`src/core/pdc_cfg.svh`:
```
/*
 Offsets, field positions, reset values and cycle counts of the
 peripheral DMA channel. Assumes inclusion by bare name.
*/
`ifndef PDC_CFG_SVH
`define PDC_CFG_SVH
`define PDC_OFF_CNTP 8'h00
`define PDC_OFF_CTRL 8'h04
`define PDC_OFF_ADRP 8'h08
`define PDC_OFF_MODE 8'h0C
`define PDC_RST_PTR 8'h00
`define PDC_RST_CTRL 6'h07
`define PDC_IP_BIT 5
`define PDC_DM_BIT 4
`define PDC_IM_BIT 3
`define PDC_SEL_BIT 0
`define PDC_SWAP_BIT 0
`define PDC_TBL_BIT 1
`define PDC_EOB_BIT 2
`define PDC_BUSY_BIT 3
`define PDC_RF_CYC 5'h08
`define PDC_RF_WFI_CYC 5'h0A
`define PDC_MEM_CYC 5'h10
`define PDC_MEM_WFI_CYC 5'h12
`define PDC_WFI_SAMPLE 5
`define PDC_TBL_STEP 8'h02
`endif

```
`src/core/pdc_pkg.sv`:
```
/*
 Types of the peripheral DMA channel: engine states, target spaces
 and the descriptor/data access request. No surroundings assumed.
*/
package pdc_pkg;
  typedef enum logic [2:0] {
    PDC_IDLE  = 3'b001,
    PDC_ARMED = 3'b010,
    PDC_RUN   = 3'b100
  } pdc_state_e;
  typedef enum logic [1:0] {
    PDC_SP_RF   = 2'h0,
    PDC_SP_PROG = 2'h1,
    PDC_SP_DATA = 2'h2
  } pdc_space_e;
  typedef struct packed {
    logic req;
    logic we;
    pdc_space_e space;
    logic [15:0] addr;
    logic [7:0] wdata;
  } pdc_mem_req_s;
endpackage

```
`src/core/pdc_channel.sv`:
```
/*
 One peripheral DMA channel with APB register access.
 Assumes: a single clock pclk serving as both core and peripheral
 clock; the core gives a sampling pulse and an end-of-instruction
 pulse; the shared memory port answers a read one cycle after the
 request shows on mem_o.
*/
// Function
// - Up to 256 register-file or 65536 memory transactions a block.
// - Requests use the 8 interrupt levels, run at instruction end.
// - Same-level contest: transfer beats the interrupt.
// - Transfer needs level at or above current; interrupt strictly.
// - Transfer keeps the service level and cannot be interrupted.
// - Move one datum, bump address up, count down.
// - Register-file mode: address even register, count next odd.
// - Memory mode: 16-bit count pair and 16-bit address pair.
// - Memory mode space flag: 0 program, 1 data memory.
// - Request raised while pending flag and request mask are set.
// - Count reaching zero clears mask, raises end-of-block request.
// - No transfer acknowledged during top-level service.
// - Sample at core pulse, or every 5 cycles when waiting.
// - Register-file transfer: 8 cycles, 10 while waiting.
// - Memory transfer: 16 cycles, 18 while waiting.
// - Swap mode: alternate tables, keep mask, still raise request.
// - Alternation continues while swap mode stays on.
// - Pending set by trigger, cleared on acknowledge, software too.
// - Mask at zero: trigger yields no transfer request.
// - Priority 0 highest; 7 blocks interrupts, not transfers.
// - Pointer bits 7..1 locate the descriptors.
// - Direction fixed by the peripheral, not by a control bit.
// - End-of-block request reaches core only with global enable.
`timescale 1ns/1ps
`include "pdc_cfg.svh"
module pdc_channel #(
  parameter int WFI_DIV = `PDC_WFI_SAMPLE
) (
  // Clock and reset
  input wire logic pclk,
  input wire logic presetn,
  // APB slave
  input wire logic psel,
  input wire logic penable,
  input wire logic pwrite,
  input wire logic [7:0] paddr,
  input wire logic [31:0] pwdata,
  output logic [31:0] prdata,
  output logic pready,
  output logic pslverr,
  // Core arbitration
  input wire logic [2:0] cur_lvl,
  input wire logic glb_ien,
  input wire logic tl_active,
  input wire logic wfi_active,
  input wire logic sample_pulse,
  input wire logic instr_end,
  input wire logic irq_vld,
  input wire logic [2:0] irq_lvl,
  input wire logic eob_ack,
  output logic dma_req,
  output logic dma_busy,
  output logic irq_ok,
  output logic eob_irq_req,
  // Peripheral side
  input wire logic trig,
  input wire logic to_periph,
  input wire logic [7:0] pdata_in,
  output logic [7:0] pdata_out,
  output logic pdata_wr,
  // Register file and memory port
  output pdc_pkg::pdc_mem_req_s mem_o,
  input wire logic [7:0] mem_rdata
);

  if (WFI_DIV < 2 || WFI_DIV > 8) begin : g_chk
    $error("WFI_DIV must be 2..8");
  end

  localparam logic [2:0] DIV_LAST = 3'(WFI_DIV - 1);

  ////////////////////////////////////////////////////////////////////
  // State
  logic [7:0] cntp_ff, nxt_cntp, adrp_ff, nxt_adrp;
  logic ip_ff, nxt_ip, dm_ff, nxt_dm, im_ff, nxt_im;
  logic [2:0] prl_ff, nxt_prl;
  logic swap_ff, nxt_swap, tbl_ff, nxt_tbl, eob_ff, nxt_eob;
  logic [31:0] prd_ff, nxt_prd;
  pdc_pkg::pdc_state_e st_ff, nxt_st;
  logic [4:0] cyc_ff, nxt_cyc, last_cyc;
  logic [15:0] cnt_ff, nxt_cnt, adr_ff, nxt_adr;
  logic [7:0] pdo_ff, nxt_pdo;
  logic pwr_ff, nxt_pwr, rf_ff, nxt_rf, wfi_ff, nxt_wfi;
  logic [2:0] div_ff, nxt_div;
  pdc_pkg::pdc_mem_req_s mem_ff, nxt_mem;

  logic wr_en, hit, samp, dma_elig, ack, eob_ev;
  logic [7:0] cb, ab;
  logic [15:0] cnt_dec, adr_inc;

  ////////////////////////////////////////////////////////////////////
  // Arbitration and request outputs
  assign wr_en = psel & penable & pwrite;
  assign hit = paddr == `PDC_OFF_CNTP || paddr == `PDC_OFF_CTRL ||
               paddr == `PDC_OFF_ADRP || paddr == `PDC_OFF_MODE;
  assign pready = 1'b1;
  assign pslverr = psel & penable & ~hit;
  assign prdata = prd_ff;

  assign samp = wfi_active ? (div_ff == DIV_LAST) : sample_pulse;
  assign dma_req = ip_ff & dm_ff;
  // Lower number is higher priority; equal level still qualifies
  assign dma_elig = dma_req && prl_ff <= cur_lvl && !tl_active;
  assign dma_busy = st_ff != pdc_pkg::PDC_IDLE;
  // Other interrupts held off while a transfer is armed or running
  assign irq_ok = irq_vld && glb_ien && !tl_active && !dma_busy &&
                  irq_lvl < cur_lvl &&
                  !(dma_elig && prl_ff <= irq_lvl);
  assign eob_irq_req = eob_ff && im_ff && glb_ien && !tl_active &&
                       prl_ff < cur_lvl;
  assign pdata_out = pdo_ff;
  assign pdata_wr = pwr_ff;
  assign mem_o = mem_ff;

  ////////////////////////////////////////////////////////////////////
  // Descriptor addressing
  // Table 1 sits one even pair above table 0
  assign cb = {cntp_ff[7:1], 1'b0} + (tbl_ff ? `PDC_TBL_STEP : 8'h00);
  assign ab = {adrp_ff[7:1], 1'b0} + (tbl_ff ? `PDC_TBL_STEP : 8'h00);
  assign cnt_dec = cnt_ff - 16'h0001;
  assign adr_inc = adr_ff + 16'h0001;

  always_comb begin
    if (rf_ff) begin
      last_cyc = wfi_ff ? `PDC_RF_WFI_CYC - 5'h01 :
                          `PDC_RF_CYC - 5'h01;
    end else begin
      last_cyc = wfi_ff ? `PDC_MEM_WFI_CYC - 5'h01 :
                          `PDC_MEM_CYC - 5'h01;
    end
  end

  ////////////////////////////////////////////////////////////////////
  // Transfer engine
  always_comb begin
    nxt_st = st_ff;
    nxt_cyc = cyc_ff;
    nxt_cnt = cnt_ff;
    nxt_adr = adr_ff;
    nxt_pdo = pdo_ff;
    nxt_pwr = 1'b0;
    nxt_rf = rf_ff;
    nxt_wfi = wfi_ff;
    nxt_mem = '0;
    nxt_mem.space = pdc_pkg::PDC_SP_RF;
    ack = 1'b0;
    eob_ev = 1'b0;
    nxt_div = (wfi_active && div_ff != DIV_LAST) ? div_ff + 3'h1 : 3'h0;
    case (st_ff)
      pdc_pkg::PDC_IDLE: begin
        if (samp && dma_elig) begin
          ack = 1'b1;
          nxt_st = pdc_pkg::PDC_ARMED;
        end
      end
      pdc_pkg::PDC_ARMED: begin
        if (instr_end || wfi_active) begin
          nxt_st = pdc_pkg::PDC_RUN;
          nxt_cyc = 5'h00;
          nxt_rf = cntp_ff[`PDC_SEL_BIT];
          nxt_wfi = wfi_active;
        end
      end
      pdc_pkg::PDC_RUN: begin
        nxt_cyc = cyc_ff + 5'h01;
        if (cyc_ff == last_cyc) begin
          nxt_st = pdc_pkg::PDC_IDLE;
        end
        nxt_mem.req = 1'b1;
        if (rf_ff) begin
          // Address at even location, count at the odd one after
          case (cyc_ff)
            5'h00: nxt_mem.addr = {8'h00, cb + 8'h01};
            5'h01: nxt_mem.addr = {8'h00, cb};
            5'h02: nxt_cnt = {8'h00, mem_rdata};
            5'h03: nxt_adr = {8'h00, mem_rdata};
            5'h04: begin
              nxt_mem.addr = {8'h00, adr_ff[7:0]};
              nxt_mem.we = ~to_periph;
              nxt_mem.wdata = pdata_in;
            end
            5'h05: begin
              nxt_mem.addr = {8'h00, cb};
              nxt_mem.we = 1'b1;
              nxt_mem.wdata = adr_inc[7:0];
            end
            5'h06: begin
              nxt_mem.addr = {8'h00, cb + 8'h01};
              nxt_mem.we = 1'b1;
              nxt_mem.wdata = cnt_dec[7:0];
              eob_ev = cnt_dec[7:0] == 8'h00;
              nxt_pdo = to_periph ? mem_rdata : pdo_ff;
              nxt_pwr = to_periph;
            end
            default: nxt_mem.req = 1'b0;
          endcase
        end else begin
          // Pairs: high byte even, low byte odd
          case (cyc_ff)
            5'h00: nxt_mem.addr = {8'h00, cb};
            5'h01: nxt_mem.addr = {8'h00, cb + 8'h01};
            5'h02: begin
              nxt_mem.addr = {8'h00, ab};
              nxt_cnt[15:8] = mem_rdata;
            end
            5'h03: begin
              nxt_mem.addr = {8'h00, ab + 8'h01};
              nxt_cnt[7:0] = mem_rdata;
            end
            5'h04: begin
              nxt_mem.req = 1'b0;
              nxt_adr[15:8] = mem_rdata;
            end
            5'h05: begin
              nxt_mem.req = 1'b0;
              nxt_adr[7:0] = mem_rdata;
            end
            5'h06: begin
              nxt_mem.space = adrp_ff[`PDC_SEL_BIT] ?
                pdc_pkg::PDC_SP_DATA : pdc_pkg::PDC_SP_PROG;
              nxt_mem.addr = adr_ff;
              nxt_mem.we = ~to_periph;
              nxt_mem.wdata = pdata_in;
            end
            5'h07: begin
              nxt_mem.addr = {8'h00, ab};
              nxt_mem.we = 1'b1;
              nxt_mem.wdata = adr_inc[15:8];
            end
            5'h08: begin
              nxt_mem.addr = {8'h00, ab + 8'h01};
              nxt_mem.we = 1'b1;
              nxt_mem.wdata = adr_inc[7:0];
              nxt_pdo = to_periph ? mem_rdata : pdo_ff;
              nxt_pwr = to_periph;
            end
            5'h09: begin
              nxt_mem.addr = {8'h00, cb};
              nxt_mem.we = 1'b1;
              nxt_mem.wdata = cnt_dec[15:8];
            end
            5'h0A: begin
              nxt_mem.addr = {8'h00, cb + 8'h01};
              nxt_mem.we = 1'b1;
              nxt_mem.wdata = cnt_dec[7:0];
              eob_ev = cnt_dec == 16'h0000;
            end
            default: nxt_mem.req = 1'b0;
          endcase
        end
      end
      default: nxt_st = pdc_pkg::PDC_IDLE;
    endcase
  end

  always_ff @(posedge pclk or negedge presetn) begin
    if (!presetn) begin
      st_ff <= pdc_pkg::PDC_IDLE;
      cyc_ff <= 5'h00;
      cnt_ff <= 16'h0000;
      adr_ff <= 16'h0000;
      pdo_ff <= 8'h00;
      pwr_ff <= 1'b0;
      rf_ff <= 1'b0;
      wfi_ff <= 1'b0;
      div_ff <= 3'h0;
      mem_ff <= '0;
    end else begin
      st_ff <= nxt_st;
      cyc_ff <= nxt_cyc;
      cnt_ff <= nxt_cnt;
      adr_ff <= nxt_adr;
      pdo_ff <= nxt_pdo;
      pwr_ff <= nxt_pwr;
      rf_ff <= nxt_rf;
      wfi_ff <= nxt_wfi;
      div_ff <= nxt_div;
      mem_ff <= nxt_mem;
    end
  end

  ////////////////////////////////////////////////////////////////////
  // Registers
  always_comb begin
    nxt_cntp = cntp_ff;
    nxt_adrp = adrp_ff;
    nxt_ip = ip_ff;
    nxt_dm = dm_ff;
    nxt_im = im_ff;
    nxt_prl = prl_ff;
    nxt_swap = swap_ff;
    nxt_tbl = tbl_ff;
    nxt_eob = eob_ff;
    nxt_prd = prd_ff;
    if (ack) begin
      nxt_ip = 1'b0;
    end
    if (eob_ev && !swap_ff) begin
      nxt_dm = 1'b0;
    end
    if (eob_ev && swap_ff) begin
      nxt_tbl = ~tbl_ff;
    end
    if (eob_ack) begin
      nxt_eob = 1'b0;
    end
    if (wr_en) begin
      case (paddr)
        `PDC_OFF_CNTP: nxt_cntp = pwdata[7:0];
        `PDC_OFF_ADRP: nxt_adrp = pwdata[7:0];
        `PDC_OFF_CTRL: begin
          nxt_ip = pwdata[`PDC_IP_BIT];
          nxt_dm = pwdata[`PDC_DM_BIT];
          nxt_im = pwdata[`PDC_IM_BIT];
          nxt_prl = pwdata[2:0];
        end
        `PDC_OFF_MODE: begin
          nxt_swap = pwdata[`PDC_SWAP_BIT];
          if (!pwdata[`PDC_SWAP_BIT]) begin
            nxt_tbl = 1'b0;
          end
          if (pwdata[`PDC_EOB_BIT]) begin
            nxt_eob = 1'b0;
          end
        end
        default: nxt_ip = nxt_ip;
      endcase
    end
    // Hardware sets win over any clear in the same cycle
    if (trig) begin
      nxt_ip = 1'b1;
    end
    if (eob_ev) begin
      nxt_eob = 1'b1;
    end
    if (psel && !penable) begin
      case (paddr)
        `PDC_OFF_CNTP: nxt_prd = {24'h000000, cntp_ff};
        `PDC_OFF_ADRP: nxt_prd = {24'h000000, adrp_ff};
        `PDC_OFF_CTRL: nxt_prd = {26'h0000000, ip_ff, dm_ff, im_ff,
                                  prl_ff};
        `PDC_OFF_MODE: nxt_prd = {28'h0000000, dma_busy, eob_ff,
                                  tbl_ff, swap_ff};
        default: nxt_prd = 32'h00000000;
      endcase
    end
  end

  always_ff @(posedge pclk or negedge presetn) begin
    if (!presetn) begin
      cntp_ff <= `PDC_RST_PTR;
      adrp_ff <= `PDC_RST_PTR;
      {ip_ff, dm_ff, im_ff, prl_ff} <= `PDC_RST_CTRL;
      swap_ff <= 1'b0;
      tbl_ff <= 1'b0;
      eob_ff <= 1'b0;
      prd_ff <= 32'h00000000;
    end else begin
      cntp_ff <= nxt_cntp;
      adrp_ff <= nxt_adrp;
      ip_ff <= nxt_ip;
      dm_ff <= nxt_dm;
      im_ff <= nxt_im;
      prl_ff <= nxt_prl;
      swap_ff <= nxt_swap;
      tbl_ff <= nxt_tbl;
      eob_ff <= nxt_eob;
      prd_ff <= nxt_prd;
    end
  end
endmodule

```
`config.mk`:
```
export PLATFORM = sky130hd
export DESIGN_NAME = pdc_channel
export DESIGN_NICKNAME = d
export VERILOG_FILES = /design/src/core/pdc_pkg.sv /design/src/core/pdc_channel.sv
export VERILOG_INCLUDE_DIRS = /design/src /design/src/core
export SDC_FILE = /design/constraint.sdc
export NUM_CORES = 1
export LEC_CHECK = 0
export BUFFER_PORTS_ARGS = -buffer_cell sky130_fd_sc_hd__buf_2
export CAP_MARGIN = 20
export CORE_MARGIN = 1
export CORE_UTILIZATION = 59
export CTS_CLUSTER_SIZE = 12
export DETAILED_ROUTE_END_ITERATION = 10
export HOLD_SLACK_MARGIN = 0.03
export PLACE_DENSITY = 0.84
export SLEW_MARGIN = 5
export SYNTH_ARGS = -nofsm -noshare
export SYNTH_HDL_FRONTEND = slang
export SYNTH_SLANG_ARGS = --single-unit
```
`constraint.sdc`:
```
create_clock -name pclk -period 3.91 [get_ports pclk]
set_input_delay 0.5865 -clock pclk [delete_from_list [all_inputs] [get_ports pclk]]
set_output_delay 0.5865 -clock pclk [all_outputs]
set_load 0.01 [all_outputs]
```
==> results.md, run 1 <==
* Grt ovf at 0
* NumNets Final at 913
* Layout area overhead at 15.68%
* Slew margin rel. at between 30% and 40%
* Hold buffers post-CTS at 0
* Worst setup EP type: output port
* Via density at 6.137
* Req. time, crit path at approximately 3.3 ns
* First-pass GRT wire length at roughly 29 mm
* Layout cells sized above 1 at between 20% and 30%
* CTS tree: done
* Largest net degree at the start of global routing at slightly below 60
* Final period util at 77.44%
* Design area at 7884 um2
* Synth Cell Area at a little under 7000 um2
* CP max-delay cell: dfstp_2
* R2r setup slk at about 1.2 ns
* First drt pass iteration count at 5
* Hold Slack at 0.2264 ns
* Clock buffer depth at 2
* PostCTS Resize Cnt at 0
* Final Slew Violations at 0
* Antenna-violating nets left at 0
* Cell row count at 38
* Worst r2r path cells at 6
* Worst r2r src: cyc_ff[3]
* Vias after detailed routing at between 5000 and 6000
* Register area share after synthesis at between 40 and 50%
* Fillcell total at approximately 810
* Synth unique cells at between 60 and 70
* Core ar. at ~11000 um2
* Fmax at 330.3 MHz
* Post-synth top area cell: dfrtp_1
* Status: complete, no violations
* DP Area at around 7300 um2
* CP cell instances: ha_1 > nor2b_1 > o21ai_0 > nand2b_1 > a2111oi_0 > a2111oi_0 > buf_2
* Peak VDD IR at roughly 440 uV
* Max cap viols at 0
* Critical path launch point type: register
* Number of global-route vias before repair at roughly 5500
* Largest cells by area after synthesis: dfrtp_1 (41%), mux2_2 (6.9%), nand2_1 (5.0%)
* Residual DRC at 0
* Ys flop type: dfrtp_1
* Worst Path Buf+Inv at 1
* Final HPWL DP at between 10 and 15 mm
* Ys Warns at 0
* Cells after Synth at 721
* Root Driver: clkbuf_16
* Total Wirelength at 18.49 mm
* Initial Util at between 60% and 70%
* Share of the synthesized area in the top cell type at 40.76%
* Core Util, Final at a little under three quarters
* Placer Congestion at about 0.9
* Most frequent cells in the layout: dfrtp_1 (111), buf_2 (100), nand2_1 (91)
* Minimum clock period after layout at approximately 3 ns
* Worst-Margin Slew at between 0.9 and 1 ns
* RSZ-0062 raised after global routing: no
* P_leak at 3.831 nW
* PortBufs at about 100
* CP Max Fanout at 4
* Worst-Skew Late Latency at approximately 0.43 ns
* Die Y-Extent at around 110 um
* Number of flops mapped to enable cells by yosys at 0
* Die ar. at roughly 12000 um2
* # IOs at approximately 150
* CP arrival at 2.44 ns
* Delay of the slowest critical-path stage at approximately 0.59 ns
* Power Dens Cells at 368.7 nW/um2
* DR iter-0 viols at roughly 700
* Wire length per cell at roughly 19 um
* Number of antenna violations at the first check in global routing at 0
* Post-CTS Setup Bufs at 0
* Asr flop ratio synth at 100.0%
* CTS sink count at between 100 and 150
* CP most frequent cell: a2111oi_0
* Commonest non-fill, non-tap cell in the layout: dfrtp_1
* Synth Area per Inst at approximately 9.5 um2
* Clk pin slew, worst setup/hold paths at 0.06 ns
* Chip width at roughly 110 um
* Worst min path class: primary input to asynchronous set/reset pin
* Reg-to-reg endpoint: adr_ff[13]
* Total Routing Usage GR at 32.82%
* Worst setup path start: prl_ff[1]
* Synthesized flop and latch total at 115
* Setup violators final at 0
* Power, Total at just under 3 mW
* Layout Skew at 0.008334 ns
* Cell family with most CP delay: compound AO/OA/AOI/OAI gates
* Ant. Diodes at 0
* Crit Path Class: register to output port
* TNS Setup at 0 ns
* Final hold vios at 0
* H-Tree Depth at 4
* Num CTS Buffers at 17
sequential cells by signal (all words and copies together) (netlist names), 3 cells and up:
register	flops
adr_ff	16
prl_ff	3
pdata_out	8
cntp_ff	8
div_ff	3
prdata	8
cnt_ff	16
cyc_ff	5
adrp_ff	8
mem_o	28
st_ff	3
through the flow:
stage | std cells | worst slack [ns]
finish | 968 | 0.8822
global route | 968 | 0.7638
CTS | 968 | 0.8930
detailed placement | 936 | 1.154
global placement | 936 | 1.227
floorplan | 744 | 1.390
cells in the mapped netlist, drive strengths merged (16+ instances only):
| cell type | instances |
|---|---|
| dfrtp | 111 |
| nand2 | 91 |
| o21ai | 53 |
| mux2 | 42 |
| nor2 | 40 |
| buf | 29 |
| a21oi | 28 |
| nand3 | 27 |
| clkbuf | 25 |
| xnor2 | 24 |
| ha | 22 |
| inv | 19 |
| nor3 | 19 |
| and3 | 17 |
| xor2 | 16 |
worst max-delay path by stage:
| stage | to | slack [ns] | cells past startpoint |
|---|---|---|---|
| 2_1_floorplan | irq_ok | 1.39 | 4 |
| 3_3_place_gp | ip_ff | 1.23 | 10 |
| 3_5_place_dp | irq_ok | 1.15 | 9 |
| 4_1_cts | irq_ok | 0.89 | 7 |
| 5_1_grt | irq_ok | 0.76 | 7 |
| 6_report | irq_ok | 0.88 | 7 |
power breakdown:
| part | leakage [nW] | switching (mW) | total (mW) | internal [mW] |
|---|---|---|---|---|
| Combinational | 2.10 | 0.0980 | 0.152 | 0.0539 |
| Clock | 0.282 | 0.586 | 1.53 | 0.944 |
| Sequential | 1.45 | 0.0203 | 1.22 | 1.20 |
kinds of logic (layout without fill, tap and decap cells):
| kind of cell | after synthesis | after routing | share of synthesized area [%] |
|---|---|---|---|
| flops | 115 | 115 | 42.30 |
| fa+ha+maj | 22 | 22 | 4.039 |
| mux | 49 | 49 | 8.151 |
| buf+inv | 75 | 159 | 5.948 |
| other cells | 2 | 25 | 0.1102 |
| simple gates | 258 | 258 | 18.85 |
| compound gates | 160 | 160 | 15.46 |
| xor+xnor | 40 | 40 | 5.140 |
cell type report:
class | instances | area, um2 | area share, %
Clock inverter | 14 | 155.1 | 1.968
Sequential cell | 115 | 2883 | 36.57
Clock buffer | 18 | 429.2 | 5.444
Inverter | 20 | 75.07 | 0.9522
Timing Repair Buffer | 107 | 553.0 | 7.015
Tap cell | 140 | 175.2 | 2.222
Multi-Input combinational cell | 554 | 3613 | 45.83
metal layers:
metal / vias to the layer above / GRT usage, % / wire length (um)
met5: - / 0 / 0
met3: 30 / 9.129 / 1427
li1: 2754 / - / -
met4: 0 / 9.905 / 244
met1: 2896 / 45.25 / 8157
met2: 261 / 50.36 / 8658
Note: power is estimated with default switching activity, not from simulation.
==> inputs of run 2 (changes only) <==
--- a/config.mk
+++ b/config.mk
@@ -9,11 +9,11 @@
 export BUFFER_PORTS_ARGS = -buffer_cell sky130_fd_sc_hd__buf_2
 export CAP_MARGIN = 20
 export CORE_MARGIN = 1
-export CORE_UTILIZATION = 59
+export CORE_UTILIZATION = 50
 export CTS_CLUSTER_SIZE = 12
 export DETAILED_ROUTE_END_ITERATION = 10
 export HOLD_SLACK_MARGIN = 0.03
-export PLACE_DENSITY = 0.84
+export PLACE_DENSITY = 0.75
 export SLEW_MARGIN = 5
 export SYNTH_ARGS = -nofsm -noshare
 export SYNTH_HDL_FRONTEND = slang
==> constraint.sdc (replaced) <==
create_clock -name pclk -period 2.7 [get_ports pclk]
set_input_delay 0.405 -clock pclk [delete_from_list [all_inputs] [get_ports pclk]]
set_output_delay 0.405 -clock pclk [all_outputs]
set_load 0.01 [all_outputs]
==> results.md, run 2 (same netlist as run 1, synthesis figures left out) <==
* Clock buffer depth at 2 (unchanged)
* Die Y-Extent at 118.8 um (+8.5%)
* Req. time, crit path at 2.30 ns (-1.02 ns)
* Delay of the slowest critical-path stage at 0.55 ns (-0.04 ns)
* Via density at 5.850 (-4.7%)
* Residual DRC at 0 (unchanged)
* Final HPWL DP at 12.92 mm (-3.5%)
* Multi-input logic area at 3649 um2 (+0.97%)
* Number of global-route vias before repair at 5548 (+0.45%)
* Grt ovf at 0 (unchanged)
* Worst r2r src: cnt_ff[11]
* Clk pin slew, worst setup/hold paths at 0.06 ns (about the same)
* Max cap viols at 0 (unchanged)
* Hold Slack at 0.06533 ns (-0.1610 ns)
* Power, Total at 4.298 mW (+48%)
* NumNets Final at 934 (+2.3%)
* H-Tree Depth at 4 (unchanged)
* FF/Latch Area at 2883 um2 (unchanged)
* Layout cells sized above 1 at 26.03% (+2.6 points)
* Status: complete, no violations
* Reg-to-reg endpoint: tbl_ff
* Worst r2r path cells at 7 (+1)
* P_leak at 3.948 nW (+3.1%)
* Number of antenna violations at the first check in global routing at 0 (unchanged)
* Layout area overhead at 19.75%
* CP Max Fanout at 3 (-1)
* Most frequent cells in the layout: dfrtp_1 (111), buf_2 (100), nand2_1 (91)
* Fillcell total at 1133 (+41%)
* Worst setup EP type: output port
* Max reg flops at 28 (unchanged)
* Worst-Skew Late Latency at 0.42 ns (about the same)
* Fmax at around 390 MHz
* Final hold vios at 0 (unchanged)
* R2r setup slk at 0.21 ns (-0.97 ns)
* Initial Util at 51.46% (-10 points)
* Slew margin rel. at 52.92% (+20 points)
* Final Slew Violations at 0 (unchanged)
* Wire length per cell at 17.45 um (-8.6%)
* PortBufs at 101 (unchanged)
* Root Driver: clkbuf_16
* Commonest non-fill, non-tap cell in the layout: dfrtp_1
* # IOs at 151 (unchanged)
* Power Dens Cells at 526.6 nW/um2 (+43%)
* Total Routing Usage GR at 26.42% (-6.4 points)
* CP Capture Point: irq_ok
* CP cell instances: ha_1 > a21o_1 > a21oi_2 > a31oi_2 > a2111oi_4 > a2111oi_2 > buf_2
* CP max-delay cell: dfstp_2
* Peak VDD IR at 382.4 uV (-14%)
* Layout Skew at 0.01080 ns (+0.002464 ns)
* Worst setup path start: prl_ff[1]
* Vias after detailed routing at 5996 (+0.93%)
* Ant. Diodes at 0 (unchanged)
* DR iter-0 viols at 623 (-8.9%)
* Worst-Margin Slew at 0.7008 ns (-0.2800 ns)
* Hold buffers post-CTS at 0 (unchanged)
* Critical path depth at 7 (unchanged)
* Chip width at 118.8 um (+8.5%)
* PnR worst setup slack at 0.1210 ns (-0.7612 ns)
* Fin cells at 1025 (+5.9%)
* Dpl cells at 991 (+5.9%)
* Cell family with most CP delay: compound AO/OA/AOI/OAI gates
* Worst Path Buf+Inv at 1 (unchanged)
* Setup violators final at 0 (unchanged)
* CP arrival at 2.17 ns (-0.27 ns)
* Num CTS Buffers at 17 (unchanged)
* Minimum clock period after layout at around 2.6 ns
* Total Wirelength at 17.89 mm (-3.2%)
* Critical path launch point type: register
* Antenna-violating nets left at 0 (unchanged)
* Cell row count at 42 (+11%)
* TNS Setup at 0 ns (unchanged)
* Core ar. at 13240 um2 (+20%)
* CTS tree: done
* Worst min path class: primary input to asynchronous set/reset pin
* CTS sink count at 115 (unchanged)
* First-pass GRT wire length at 28.73 mm (-1.5%)
* Final period util at roughly 96%
* Crit Path Class: register to output port
* First drt pass iteration count at 6 (+1)
* Placer Congestion at 0.9655 (+6.4%)
* Largest net degree at the start of global routing at 116 (+97%)
* RSZ-0062 raised after global routing: no
* Die ar. at 14100 um2 (+18%)
* Placement Setup Slack at 0.2534 ns (-0.9002 ns)
==> run 2: changes by cell type in the layout (fill, tap and decap cells not counted), sizes merged <==
cell | before | now
buf | 107 | 128
clkinvlp | 2 | 6
inv | 23 | 19
clkinv | 7 | 5
bufinv | 2 | 3
clkbuf | 18 | 19
==> run 2: report_power, final <==
group,internal (mW),total (mW),switching [mW]
sequential,1.74,1.77,0.0244
combinational,0.0825,0.228,0.146
clock,1.49,2.30,0.810
==> run 2: through the flow <==
stage | util [%] | area, um2
4_1_cts | 61.50 | 8144
5_1_grt | 61.63 | 8162
3_3_place_gp | 56.63 | 7500
3_5_place_dp | 56.63 | 7500
6_report | 61.63 | 8162
2_1_floorplan | - | 6902
==> run 2: routing by layer <==
metal / GRT usage (%) / wire (um) / share of wire (%)
met1: 36.37 / 7754 / 43
met2: 39.33 / 8252 / 46
met3: 7.239 / 1493 / 8.3
met4: 10.52 / 389 / 2.2
met5: 0 / 0 / 0
==> run 2: how the worst min path moves through the flow <==
stage,from,end,cells after the start
2_1_floorplan,presetn,adr_ff[0],0
3_3_place_gp,prdata[7],prdata[7],2
3_5_place_dp,prdata[7],prdata[7],2
4_1_cts,presetn,mem_o[23],2
5_1_grt,presetn,mem_o[23],2
6_report,presetn,mem_o[23],2
==> run 2: what timing repair did <==
action	CTS	global route
buffers inserted	1	1
setup endpoints to repair	1	1
resized for setup	5	3
pin swaps	0	1
==> run 2: cell type report <==
type | count | share of cell area (%)
flip-flops and latches | 115 | 35.32
repair buffers | 128 | 8.861
well taps | 176 | 2.698
clock inverters | 13 | 1.947
clock buffers | 19 | 5.550
inverters | 20 | 0.9198
multi-input cells | 554 | 44.70
